==> src/logic/bmc_params.svh <==
`ifndef BMC_PARAMS_SVH
`define BMC_PARAMS_SVH
// register byte offsets
`define BMC_OFF_CONFIG      16'h2000
`define BMC_OFF_RAM_KPB     16'h2010
`define BMC_OFF_RAM_UDB     16'h2020
`define BMC_OFF_RAM_UPB     16'h2030
`define BMC_OFF_RAM_SIZE    16'h2040
`define BMC_OFF_FLASH_UPB   16'h2050
`define BMC_OFF_FLASH_SIZE  16'h2060
`define BMC_OFF_BOOT_SIZE   16'h2070
// alias offsets added to a base register
`define BMC_ALIAS_CLR       16'h0004
`define BMC_ALIAS_SET       16'h0008
`define BMC_ALIAS_INV       16'h000c
// field positions in the configuration register
`define BMC_BUSERR_LSB      16
`define BMC_BUSERR_MSB      20
`define BMC_WAIT_BIT        6
`define BMC_ARB_LSB         0
`define BMC_ARB_MSB         2
// reset values and implemented-bit masks
`define BMC_RST_CONFIG      32'h001f0041
`define BMC_RST_BASE        32'h00000000
`define BMC_MASK_CONFIG     32'h001f0047
`define BMC_MASK_RAM_BASE   32'h0000fc00
`define BMC_MASK_FLASH_BASE 32'h000fffff
`define BMC_BOOT_SIZE       32'h00003000
// physical memory layout of the unified space
`define BMC_PHYS_RAM        32'h00000000
`define BMC_PHYS_FLASH      32'h1d000000
`define BMC_PHYS_SFR        32'h1f800000
`define BMC_PHYS_SFR_END    32'h1fc00000
`define BMC_PHYS_BOOT       32'h1fc00000
`define BMC_PHYS_BOOT_END   32'h1fc03000
`define BMC_USER_OFFSET     32'h40000000
`endif

==> src/logic/bmc_pkg.sv <==
`default_nettype none
package bmc_pkg;
  typedef enum logic [1:0] {
    BMC_ARB_MODE0,
    BMC_ARB_MODE1,
    BMC_ARB_MODE2,
    BMC_ARB_RESERVED
  } bmc_arb_t;

  typedef enum logic [2:0] {
    BMC_RGN_NONE,
    BMC_RGN_RAM,
    BMC_RGN_FLASH,
    BMC_RGN_SFR,
    BMC_RGN_BOOT
  } bmc_region_t;

  typedef enum logic [1:0] {
    BMC_PART_KDATA,
    BMC_PART_KPROG,
    BMC_PART_UDATA,
    BMC_PART_UPROG
  } bmc_part_t;

  typedef enum logic [1:0] {
    BMC_OP_WRITE,
    BMC_OP_CLR,
    BMC_OP_SET,
    BMC_OP_INV
  } bmc_op_t;

  typedef struct packed {
    logic [31:0] phys;
    logic        cacheable;
    logic        user;
    bmc_region_t region;
    bmc_part_t   part;
    logic        exec_ok;
    logic        valid;
  } bmc_xlat_t;
endpackage : bmc_pkg
`default_nettype wire

==> src/logic/bmc_config_regs.sv <==
`timescale 1ns/1ps
`default_nettype none
`include "bmc_params.svh"

module bmc_config_regs #(
  parameter logic [31:0] RAM_SIZE   = 32'h00020000,
  parameter logic [31:0] FLASH_SIZE = 32'h00080000
) (
  input  wire logic               clock,
  input  wire logic               srst,
  input  wire logic [15:0]        reg_addr,
  input  wire logic [31:0]        reg_wdata,
  input  wire logic               reg_wr,
  input  wire logic               reg_rd,
  output logic [31:0]             reg_rdata,
  input  wire logic [31:0]        cpu_vaddr,
  input  wire logic               cpu_valid,
  input  wire logic               cpu_fetch,
  output bmc_pkg::bmc_xlat_t      cpu_xlat,
  input  wire logic [31:0]        dma_paddr,
  input  wire logic               dma_valid,
  output bmc_pkg::bmc_xlat_t      dma_xlat,
  input  wire logic [4:0]         unmapped_access,
  output logic [4:0]              bus_error,
  input  wire logic               ram_req,
  output logic                    ram_ack,
  output logic [4:0]              buserr_en,
  output logic                    ram_wait_state,
  output bmc_pkg::bmc_arb_t       arbitration_mode,
  output logic [31:0]             ram_kernel_program_base,
  output logic [31:0]             ram_user_data_base,
  output logic [31:0]             ram_user_program_base,
  output logic [31:0]             flash_user_program_base
);

  // ---------------------------------------------------------------
  // register storage
  // ---------------------------------------------------------------
  logic [31:0] config_r;
  logic [31:0] kpb_r;
  logic [31:0] udb_r;
  logic [31:0] upb_r;
  logic [31:0] fupb_r;
  logic [31:0] rdata_r;
  logic [31:0] rdata_nxt;

  // ---------------------------------------------------------------
  // decode helpers
  // ---------------------------------------------------------------
  function automatic logic hits(input logic [15:0] a,
                                input logic [15:0] base);
    // word access only: low two bits must be zero
    hits = (a[15:4] == base[15:4]) && (a[1:0] == 2'b00);
  endfunction : hits

  function automatic bmc_pkg::bmc_op_t op_of(input logic [15:0] a);
    if (a[3:2] == 2'(`BMC_ALIAS_CLR >> 2))
      op_of = bmc_pkg::BMC_OP_CLR;
    else if (a[3:2] == 2'(`BMC_ALIAS_SET >> 2))
      op_of = bmc_pkg::BMC_OP_SET;
    else if (a[3:2] == 2'(`BMC_ALIAS_INV >> 2))
      op_of = bmc_pkg::BMC_OP_INV;
    else
      op_of = bmc_pkg::BMC_OP_WRITE;
  endfunction : op_of

  // only implemented bits can ever change
  function automatic logic [31:0] apply(input logic [31:0] old,
                                        input logic [31:0] wd,
                                        input bmc_pkg::bmc_op_t op,
                                        input logic [31:0] mask);
    logic [31:0] v;
    v = old;
    case (op)
      bmc_pkg::BMC_OP_WRITE: v = wd;
      bmc_pkg::BMC_OP_CLR:   v = old & ~wd;
      bmc_pkg::BMC_OP_SET:   v = old | wd;
      bmc_pkg::BMC_OP_INV:   v = old ^ wd;
      default:               v = old;
    endcase
    apply = v & mask;
  endfunction : apply

  bmc_pkg::bmc_op_t wr_op;
  assign wr_op = op_of(reg_addr);

  // ---------------------------------------------------------------
  // writable registers
  // ---------------------------------------------------------------
  always_ff @(posedge clock)
  begin
    if (srst)
      config_r <= `BMC_RST_CONFIG;
    else if (reg_wr && hits(reg_addr, `BMC_OFF_CONFIG))
      config_r <= apply(config_r, reg_wdata, wr_op,
                        `BMC_MASK_CONFIG);
  end

  always_ff @(posedge clock)
  begin
    if (srst)
      kpb_r <= `BMC_RST_BASE;
    else if (reg_wr && hits(reg_addr, `BMC_OFF_RAM_KPB))
      kpb_r <= apply(kpb_r, reg_wdata, wr_op,
                     `BMC_MASK_RAM_BASE);
  end

  always_ff @(posedge clock)
  begin
    if (srst)
      udb_r <= `BMC_RST_BASE;
    else if (reg_wr && hits(reg_addr, `BMC_OFF_RAM_UDB))
      udb_r <= apply(udb_r, reg_wdata, wr_op, `BMC_MASK_RAM_BASE);
  end

  always_ff @(posedge clock)
  begin
    if (srst)
      upb_r <= `BMC_RST_BASE;
    else if (reg_wr && hits(reg_addr, `BMC_OFF_RAM_UPB))
      upb_r <= apply(upb_r, reg_wdata, wr_op, `BMC_MASK_RAM_BASE);
  end

  always_ff @(posedge clock)
  begin
    if (srst)
      fupb_r <= `BMC_RST_BASE;
    else if (reg_wr && hits(reg_addr, `BMC_OFF_FLASH_UPB))
      fupb_r <= apply(fupb_r, reg_wdata, wr_op,
                      `BMC_MASK_FLASH_BASE);
  end

  // ---------------------------------------------------------------
  // read path
  // ---------------------------------------------------------------
  // aliases are write-only and read as zero; size words ignore writes
  always_comb
  begin
    rdata_nxt = 32'h00000000;
    if (reg_addr[3:0] != 4'h0)
      rdata_nxt = 32'h00000000;
    else if (hits(reg_addr, `BMC_OFF_CONFIG))
      rdata_nxt = config_r;
    else if (hits(reg_addr, `BMC_OFF_RAM_KPB))
      rdata_nxt = kpb_r;
    else if (hits(reg_addr, `BMC_OFF_RAM_UDB))
      rdata_nxt = udb_r;
    else if (hits(reg_addr, `BMC_OFF_RAM_UPB))
      rdata_nxt = upb_r;
    else if (hits(reg_addr, `BMC_OFF_RAM_SIZE))
      rdata_nxt = RAM_SIZE;
    else if (hits(reg_addr, `BMC_OFF_FLASH_UPB))
      rdata_nxt = fupb_r;
    else if (hits(reg_addr, `BMC_OFF_FLASH_SIZE))
      rdata_nxt = FLASH_SIZE;
    else if (hits(reg_addr, `BMC_OFF_BOOT_SIZE))
      rdata_nxt = `BMC_BOOT_SIZE;
  end

  // data stands only in the cycle after the read strobe
  always_ff @(posedge clock)
  begin
    if (srst)
      rdata_r <= 32'h00000000;
    else if (reg_rd)
      rdata_r <= rdata_nxt;
    else
      rdata_r <= 32'h00000000;
  end
  assign reg_rdata = rdata_r;

  // ---------------------------------------------------------------
  // configuration fields
  // ---------------------------------------------------------------
  assign buserr_en      = config_r[`BMC_BUSERR_MSB:`BMC_BUSERR_LSB];
  assign ram_wait_state = config_r[`BMC_WAIT_BIT];
  assign ram_kernel_program_base = kpb_r;
  assign ram_user_data_base      = udb_r;
  assign ram_user_program_base   = upb_r;
  assign flash_user_program_base = fupb_r;

  // reserved codes are reported, not coerced; effect is undefined
  always_comb
  begin
    case (config_r[`BMC_ARB_MSB:`BMC_ARB_LSB])
      3'h0:    arbitration_mode = bmc_pkg::BMC_ARB_MODE0;
      3'h1:    arbitration_mode = bmc_pkg::BMC_ARB_MODE1;
      3'h2:    arbitration_mode = bmc_pkg::BMC_ARB_MODE2;
      default: arbitration_mode = bmc_pkg::BMC_ARB_RESERVED;
    endcase
  end

  // ---------------------------------------------------------------
  // bus error gating
  // ---------------------------------------------------------------
  always_ff @(posedge clock)
  begin
    if (srst)
      bus_error <= 5'h00;
    else
      bus_error <= unmapped_access & buserr_en;
  end

  // ---------------------------------------------------------------
  // data ram wait state
  // ---------------------------------------------------------------
  // a request during a pending extra cycle gets its own ack, one cycle after the first
  logic ram_wait_r;

  always_ff @(posedge clock)
  begin
    if (srst)
      ram_wait_r <= 1'b0;
    else
      ram_wait_r <= ram_req && ram_wait_state;
  end

  always_ff @(posedge clock)
  begin
    if (srst)
      ram_ack <= 1'b0;
    else
      ram_ack <= ram_wait_state ? ram_wait_r : ram_req;
  end

  // ---------------------------------------------------------------
  // address classification
  // ---------------------------------------------------------------
  function automatic bmc_pkg::bmc_region_t region_of(
      input logic [31:0] p);
    if (p >= `BMC_PHYS_RAM && p < `BMC_PHYS_RAM + RAM_SIZE)
      region_of = bmc_pkg::BMC_RGN_RAM;
    else if (p >= `BMC_PHYS_FLASH && p < `BMC_PHYS_FLASH + FLASH_SIZE)
      region_of = bmc_pkg::BMC_RGN_FLASH;
    else if (p >= `BMC_PHYS_SFR && p < `BMC_PHYS_SFR_END)
      region_of = bmc_pkg::BMC_RGN_SFR;
    else if (p >= `BMC_PHYS_BOOT && p < `BMC_PHYS_BOOT_END)
      region_of = bmc_pkg::BMC_RGN_BOOT;
    else
      region_of = bmc_pkg::BMC_RGN_NONE;
  endfunction : region_of

  // a zero base leaves that partition empty
  function automatic bmc_pkg::bmc_part_t part_of(
      input logic [31:0] p, input bmc_pkg::bmc_region_t r);
    logic [31:0] off;
    off = p - `BMC_PHYS_RAM;
    part_of = bmc_pkg::BMC_PART_KDATA;
    if (r == bmc_pkg::BMC_RGN_RAM)
    begin
      if (upb_r != 32'h0 && off >= upb_r)
        part_of = bmc_pkg::BMC_PART_UPROG;
      else if (udb_r != 32'h0 && off >= udb_r)
        part_of = bmc_pkg::BMC_PART_UDATA;
      else if (kpb_r != 32'h0 && off >= kpb_r)
        part_of = bmc_pkg::BMC_PART_KPROG;
    end
    else if (r == bmc_pkg::BMC_RGN_FLASH)
    begin
      off = p - `BMC_PHYS_FLASH;
      if (fupb_r != 32'h0 && off >= fupb_r)
        part_of = bmc_pkg::BMC_PART_UPROG;
      else
        part_of = bmc_pkg::BMC_PART_KPROG;
    end
  endfunction : part_of

  function automatic logic exec_of(input bmc_pkg::bmc_region_t r,
                                   input bmc_pkg::bmc_part_t pt);
    if (r == bmc_pkg::BMC_RGN_RAM)
      exec_of = (pt == bmc_pkg::BMC_PART_KPROG) ||
                (pt == bmc_pkg::BMC_PART_UPROG);
    else
      exec_of = (r == bmc_pkg::BMC_RGN_FLASH) ||
                (r == bmc_pkg::BMC_RGN_BOOT);
  endfunction : exec_of

  // ---------------------------------------------------------------
  // processor translation
  // ---------------------------------------------------------------
  bmc_pkg::bmc_xlat_t cpu_nxt;
  logic [31:0]        cpu_phys;
  logic               cpu_cache;
  logic               cpu_user;

  always_comb
  begin
    cpu_phys  = cpu_vaddr;
    cpu_cache = 1'b0;
    cpu_user  = 1'b0;
    if (cpu_vaddr[31:29] == 3'b100)
    begin
      cpu_phys  = {3'b000, cpu_vaddr[28:0]};
      cpu_cache = 1'b1;
    end
    else if (cpu_vaddr[31:29] == 3'b101)
    begin
      cpu_phys  = {3'b000, cpu_vaddr[28:0]};
      cpu_cache = 1'b0;
    end
    else if (!cpu_vaddr[31])
    begin
      cpu_phys  = cpu_vaddr + `BMC_USER_OFFSET;
      cpu_cache = 1'b1;
      cpu_user  = 1'b1;
    end
  end

  always_comb
  begin
    cpu_nxt.phys      = cpu_phys;
    cpu_nxt.cacheable = cpu_cache;
    cpu_nxt.user      = cpu_user;
    cpu_nxt.region    = region_of(cpu_phys);
    cpu_nxt.part      = part_of(cpu_phys, cpu_nxt.region);
    cpu_nxt.exec_ok   = cpu_fetch ? exec_of(cpu_nxt.region,
                                            cpu_nxt.part) : 1'b1;
    cpu_nxt.valid     = cpu_valid;
  end

  always_ff @(posedge clock)
  begin
    if (srst)
      cpu_xlat <= '0;
    else
      cpu_xlat <= cpu_nxt;
  end

  // ---------------------------------------------------------------
  // physical masters
  // ---------------------------------------------------------------
  // no translation: the address is already physical
  bmc_pkg::bmc_xlat_t dma_nxt;

  always_comb
  begin
    dma_nxt.phys      = dma_paddr;
    dma_nxt.cacheable = 1'b0;
    dma_nxt.user      = 1'b0;
    dma_nxt.region    = region_of(dma_paddr);
    dma_nxt.part      = part_of(dma_paddr, dma_nxt.region);
    dma_nxt.exec_ok   = 1'b0;
    dma_nxt.valid     = dma_valid;
  end

  always_ff @(posedge clock)
  begin
    if (srst)
      dma_xlat <= '0;
    else
      dma_xlat <= dma_nxt;
  end

endmodule : bmc_config_regs
`default_nettype wire

==> config.mk <==
export PLATFORM = sky130hd
export DESIGN_NAME = bmc_config_regs
export DESIGN_NICKNAME = d
export VERILOG_FILES = /design/src/logic/bmc_pkg.sv /design/src/logic/bmc_config_regs.sv
export VERILOG_INCLUDE_DIRS = /design/src /design/src/logic
export SDC_FILE = /design/constraint.sdc
export NUM_CORES = 1
export LEC_CHECK = 0
export CORE_ASPECT_RATIO = 1.1
export CORE_MARGIN = 1.5
export CORE_UTILIZATION = 45
export DETAILED_ROUTE_END_ITERATION = 10
export DONT_BUFFER_PORTS = 1
export SLEW_MARGIN = 0
export SYNTH_ARGS = -nofsm -noshare
export SYNTH_HDL_FRONTEND = slang
export SYNTH_SLANG_ARGS = --single-unit
export TNS_END_PERCENT = 10
==> constraint.sdc <==
create_clock -name clock -period 2.1 [get_ports clock]
set_input_delay 0 -clock clock [delete_from_list [all_inputs] [get_ports clock]]
set_output_delay 0 -clock clock [all_outputs]
set_load 0.01 [all_outputs]
# Word level (Yosys, flattened, before mapping)
# Index checks and enable logic that the tools add are counted.
# W data, S select, Z words.
[totals]
ram_bits = 0
elab_cells = 187
rom_bits = 0
input_bits = 125
out_inout_bits = 256
mem_count = 0
latchBits = 0
regBits = 168
[op_classes]
mul = 0
n_shift = 0
bitwise = 18
magnitude_cmp = 24
eq_ne = 25
add_sub_neg = 3
reduce_logical = 45
n_mux = 46
div_mod_pow = 0
[op_table]
columns = ["op", "n"]
rows = [
  ["$ge A32 B16 Y1", 6],
  ["$ge A32 B29 Y1 const B", 6],
  ["$lt A32 B29 Y1 const B", 6],
  ["$pmux W16 S4", 3],
  ["$reduce_bool A32 Y1", 4],
  ["$mux W20", 6],
  ["$eq A12 B10 Y1 const B", 8],
  ["$mux W32", 3],
  ["$pmux W21 S4", 1],
  ["$pmux W20 S4", 1],
  ["$ge A32 B1 Y1 const B", 2],
  ["$ge A32 B20 Y1", 2],
  ["$lt A32 B18 Y1 const B", 2],
  ["$sub A32 B29 Y32 const B", 2],
  ["$and A16 B16 Y16", 3],
  ["$or A16 B16 Y16", 3],
  ["$xor A16 B16 Y16", 3],
  ["$add A32 B31 Y32 const B", 1],
  ["$logic_and A1 B1 Y1", 30],
  ["$mux W2", 13],
  ["$mux W3", 8],
  ["$and A21 B21 Y21", 1],
  ["$mux W21", 1],
  ["$not A21 Y21", 1],
  ["other kinds (24)", 45],
]

# Longest topological paths before layout
[depth]
word_depth = 17
ltp_mapped = 9
ltp_nobuf = 9

# Least setup slack after synthesis
# No wires, ideal clock.
[synth_path]
path_type = "reg-to-reg"
from = "register udb_r[15] (netlist: ram_user_data_base[15])"
to = "register cpu_xlat[1] in the netlist's numbering"
path_slack_ps = -90
path_stages_with_launch = 10
path_buffers = 0
required_ps = 2026
synth_period_minus_slack_ps = 2190
arrival_ps = 2116
setup_ps = 74
cell_sequence = "dfxtp_1 inv_1 ha_1 nand4_1 a21oi_1 a2111oi_0 a31oi_1 o41ai_1 a21oi_1 a31oi_1"
[synth_between]
elab_chain_cells = 9
elab_cells_between_ends = 11
[synth_rtl]
columns = ["element", "line", "text"]
rows = [
  ["from (decl)", "bmc_config_regs.sv:41", "logic [31:0] udb_r;"],
  ["from (signal assigned)", "bmc_config_regs.sv:111", "udb_r <= `BMC_RST_BASE;"],
  ["from (signal assigned)", "bmc_config_regs.sv:113", "udb_r <= apply(udb_r, reg_wdata, wr_op, `BMC_MASK_RAM_BASE);"],
  ["$ge A32 B16 Y1 / $reduce_bool A32 Y1 (equally long branches)", "bmc_config_regs.sv:253", "else if (udb_r != 32'h0 && off >= udb_r)"],
  ["$logic_and A1 B1 Y1 *", "bmc_config_regs.sv:253", ""],
  ["$mux W2 *", "bmc_config_regs.sv:253", ""],
  ["$mux W2 *", "bmc_config_regs.sv:251", "if (upb_r != 32'h0 && off >= upb_r)"],
  ["$mux W2 *", "bmc_config_regs.sv:249", "if (r == bmc_pkg::BMC_RGN_RAM)"],
  ["$eq A2 B1 Y1 / $eq A2 B2 Y1 (equally long branches)", "bmc_config_regs.sv:271, bmc_config_regs.sv:272", ""],
  ["$logic_or A1 B1 Y1 *", "bmc_config_regs.sv:271", "exec_of = (pt == bmc_pkg::BMC_PART_KPROG) ||"],
  ["$mux W1 *", "bmc_config_regs.sv:270", "if (r == bmc_pkg::BMC_RGN_RAM)"],
  ["$mux W1 *", "bmc_config_regs.sv:316", "cpu_nxt.exec_ok = cpu_fetch ? exec_of(cpu_nxt.region,"],
  ["to (signal assigned)", "bmc_config_regs.sv:326", "cpu_xlat <= cpu_nxt;"],
  ["to (decl)", "bmc_config_regs.sv:19", "output bmc_pkg::bmc_xlat_t cpu_xlat,"],
]
# Every way passes the cells marked *; elsewhere a longest branch is shown, timed or not.
# A chain may end at the register's enable or synchronous reset.

# Worst setup path in the final report
[layout_path]
from = "register udb_r[11] (netlist: ram_user_data_base[11])"
to = "register cpu_xlat[1] in the netlist's numbering"
# The elaborated chain is that of the path after synthesis.

==> out/qor.txt <==
Fin crit period = 2.18 ns
Top cells by count, synth = 172 x ha_1, 154 x dfxtp_1, 121 x a21oi_1
PnR worst setup slack = -0.0787 ns
Post-synth ARST share = 0%
FF-to-FF path depth = 10
Core footprint = 22900 µm²
Clock skew = 0.0132 ns
Area leader, netlist = dfxtp_1
Initial core utilization = 45.9%
CP required = 2.46 ns
Worst r2r src = ram_user_data_base[11]
Rows = 58
Clock sinks = 154
Final Util = 57.6%
Hold Vio Cnt, Final = 0
RR Endpoint = cpu_xlat[1]
Io pins = 381
DRC Markers = 0
Clk Latency, worst-skew pair = 0.44 ns
Share of cells above drive strength 1 = 14.0%
Cell leakage power = 0.00577 µW
Violated checks = negative setup slack
GR Overflow Total = 0
CTS Root Cell = clkbuf_16
Post-synth EDFFs = 0
CP Class = reg2reg
Worst-margin pin slew = 0.833 ns
Mapped cell area = 10500 µm²
Max Slew Vio Count = 0
PwrDens = 542 nW/µm²
Max VDD drop = 507 µV
Synth Flop Type = dfxtp_1
DR vias/cell = 5.45
Initial antenna violation count = 0
Syn_area_per_cell = 8.42 µm²
Nets@finish = 1724
CP Capture Point = cpu_xlat[1]
Setup WS pre-CTS = -0.198 ns
Detail Placement HPWL = 23700 µm
H-tree Lvls = 4
Area contributors post-synth = dfxtp_1 29%, ha_1 21%, buf_4 7.8%
Crit Path Max Fanout = 2
Die X = 149 µm
Longest Clk Path Bufs = 2
Final wirelength = 34200 µm
Clk pin slew, worst setup/hold paths = 0.08 ns
Chip Height = 163 µm
Max_slew headroom = 43.7%
Vias in the first global route = 9018
Overall power = 7140 µW
Startpoint Class = flip-flop
Routed len/inst = 19.6 µm
Routed Antenna Nets = 0
Flops & latches, synth = 154
Status = finished with violations
CTS buffer count = 17
Final setup vio count = 4
Die area = 24200 µm²
Min-delay worst type = in2reg
DRT Pass-1 Iters = 6
Synth top area share = 29.4%
R2R Setup Slk = -0.08 ns
Max Cap Viol = 0
DR iter-0 viols = 443
Vias post-DR = 9477
First-pass GRT wire length = 51000 µm
Synth-to-Final Area Change = 25.7%
RSZ-0062 raised after global routing = true
Top-count cell post-synth = ha_1
Synth Warn # = 0
Fmax = 459 MHz
Largest net degree at the start of global routing = 88
Netlist cell types = 57
TritonCTS clock tree = yes
N_diodes = 0
Fin crit share = 104%
Sequential fraction of the synthesis area = 29.4%
Crit. Startpoint = ram_user_data_base[11]
PortBufs = 0
Setup crit end kind = flip-flop
Final GP Congestion = 0.849
Gate count of the mapped netlist = 1245
Overall global routing resource usage = 27.5%
Arrival time of the worst setup path = 2.54 ns
==> worst min path at each step <==
| stage | startpoint | end | depth (start not counted) |
|---|---|---|---|
| floorplan | cpu_vaddr[31] | cpu_xlat[7] | 1 |
| global placement | cpu_vaddr[31] | cpu_xlat[7] | 1 |
| detailed placement | cpu_vaddr[31] | cpu_xlat[7] | 1 |
| CTS | reg_addr[3] | config_r[20] | 3 |
| global route | reg_addr[3] | config_r[20] | 3 |
| finish | reg_addr[3] | config_r[20] | 3 |
==> cells in the final DEF, fill, tap and decap left out, types with 12 or more instances in the layout <==
cell	synthesis	layout
nor2b_1	67	66
nor3_1	23	23
buf_4	109	90
dfxtp_2	0	14
conb_1	1	104
nand3_1	12	12
nand4_1	17	17
nor4_1	19	18
o21ai_0	21	19
nand2_1	77	76
ha_1	172	161
dlygate4sd3_1	0	125
inv_1	90	81
clkbuf_16	0	17
a21oi_1	121	118
nor2_1	120	119
a211oi_1	72	69
dfxtp_1	154	140
==> per-layer routing <==
| metal | track usage [%] | vias up | routed length (µm) |
|---|---|---|---|
| met4 | 12.6 | 0 | 1430 |
| met2 | 47.1 | 488 | 16200 |
| met3 | 5.95 | 92 | 2700 |
| met5 | 0 | - | 0 |
| li1 | - | 4526 | - |
| met1 | 32.8 | 4371 | 13800 |
==> timing repair <==
| item | in CTS | in global routing |
|---|---|---|
| hold buffers | 127 | 1 |
| endpoints found under the hold margin | 154 | 1 |
| pin swaps | 19 | 17 |
| setup buffers | 0 | 4 |
| resized for setup | 38 | 25 |
| endpoints found under the setup margin | 5 | 27 |
==> critical path: stages (launching register included) <==
cell	delay [ns]
dfxtp_2	0.34
inv_2	0.04
ha_1	0.28
nand2b_1	0.10
a21oi_2	0.07
a2111oi_4	0.32
buf_4	0.18
a31oi_4	0.08
o41ai_2	0.39
a21oi_1	0.14
a31oi_1	0.17
==> where the power goes <==
group          total (µW)  switching [µW]  leakage (µW)  internal (µW)
Clock                3140            1530      0.000294           1610
Sequential           3070            70.6       0.00127           3000
Combinational         922             497       0.00420            425
Total                7140            2100       0.00577           5040
==> flip-flops by register name, indices dropped and copies added (netlist names) <==
name                     cells
config_r                     9
ram_user_program_base        6
cpu_xlat                    41
flash_user_program_base     20
reg_rdata                   21
ram_user_data_base           6
ram_kernel_program_base      6
ram_ack                      1
bus_error                    5
dma_xlat                    38
ram_wait_r                   1
==> through the flow <==
| stage | area (µm²) | hold WS, ns | instances | TNS, ns |
|---|---|---|---|---|
| after floorplan | 10900 | 0.0724 | 1348 | -0.0429 |
| after global placement | 10900 | 0.0732 | 1577 | -0.396 |
| after detailed placement | 10900 | 0.0733 | 1577 | -0.548 |
| after CTS | 13000 | 0.0000446 | 1736 | -0.0123 |
| after global routing | 13200 | 0.0262 | 1740 | -0.746 |
| final | 13200 | 0.00980 | 1740 | -0.142 |
==> cells by family (layout without fill, tap and decap cells) <==
family | after synthesis | after routing | synth area share [%]
AOI/OAI and AO/OA | 272 | 272 | 16.6
buffers and inverters | 252 | 344 | 13.0
DFF | 154 | 154 | 29.4
and+or+nand+nor | 384 | 384 | 18.4
other | 1 | 104 | 0.0358
adders and majority gates | 172 | 172 | 20.5
muxes | 10 | 10 | 2.03
==> layout make-up <==
cell class                      instances  area, µm²
Clock buffer                           17        425
Timing Repair Buffer                  222       2050
Multi-Input combinational cell        942       6720
Sequential cell                       154       3100
Fill cell                            2106       9680
Clock inverter                         15        171
Inverter                               90        338
Tap cell                              300        375
No activity file was read; power rests on OpenSTA's default activity.
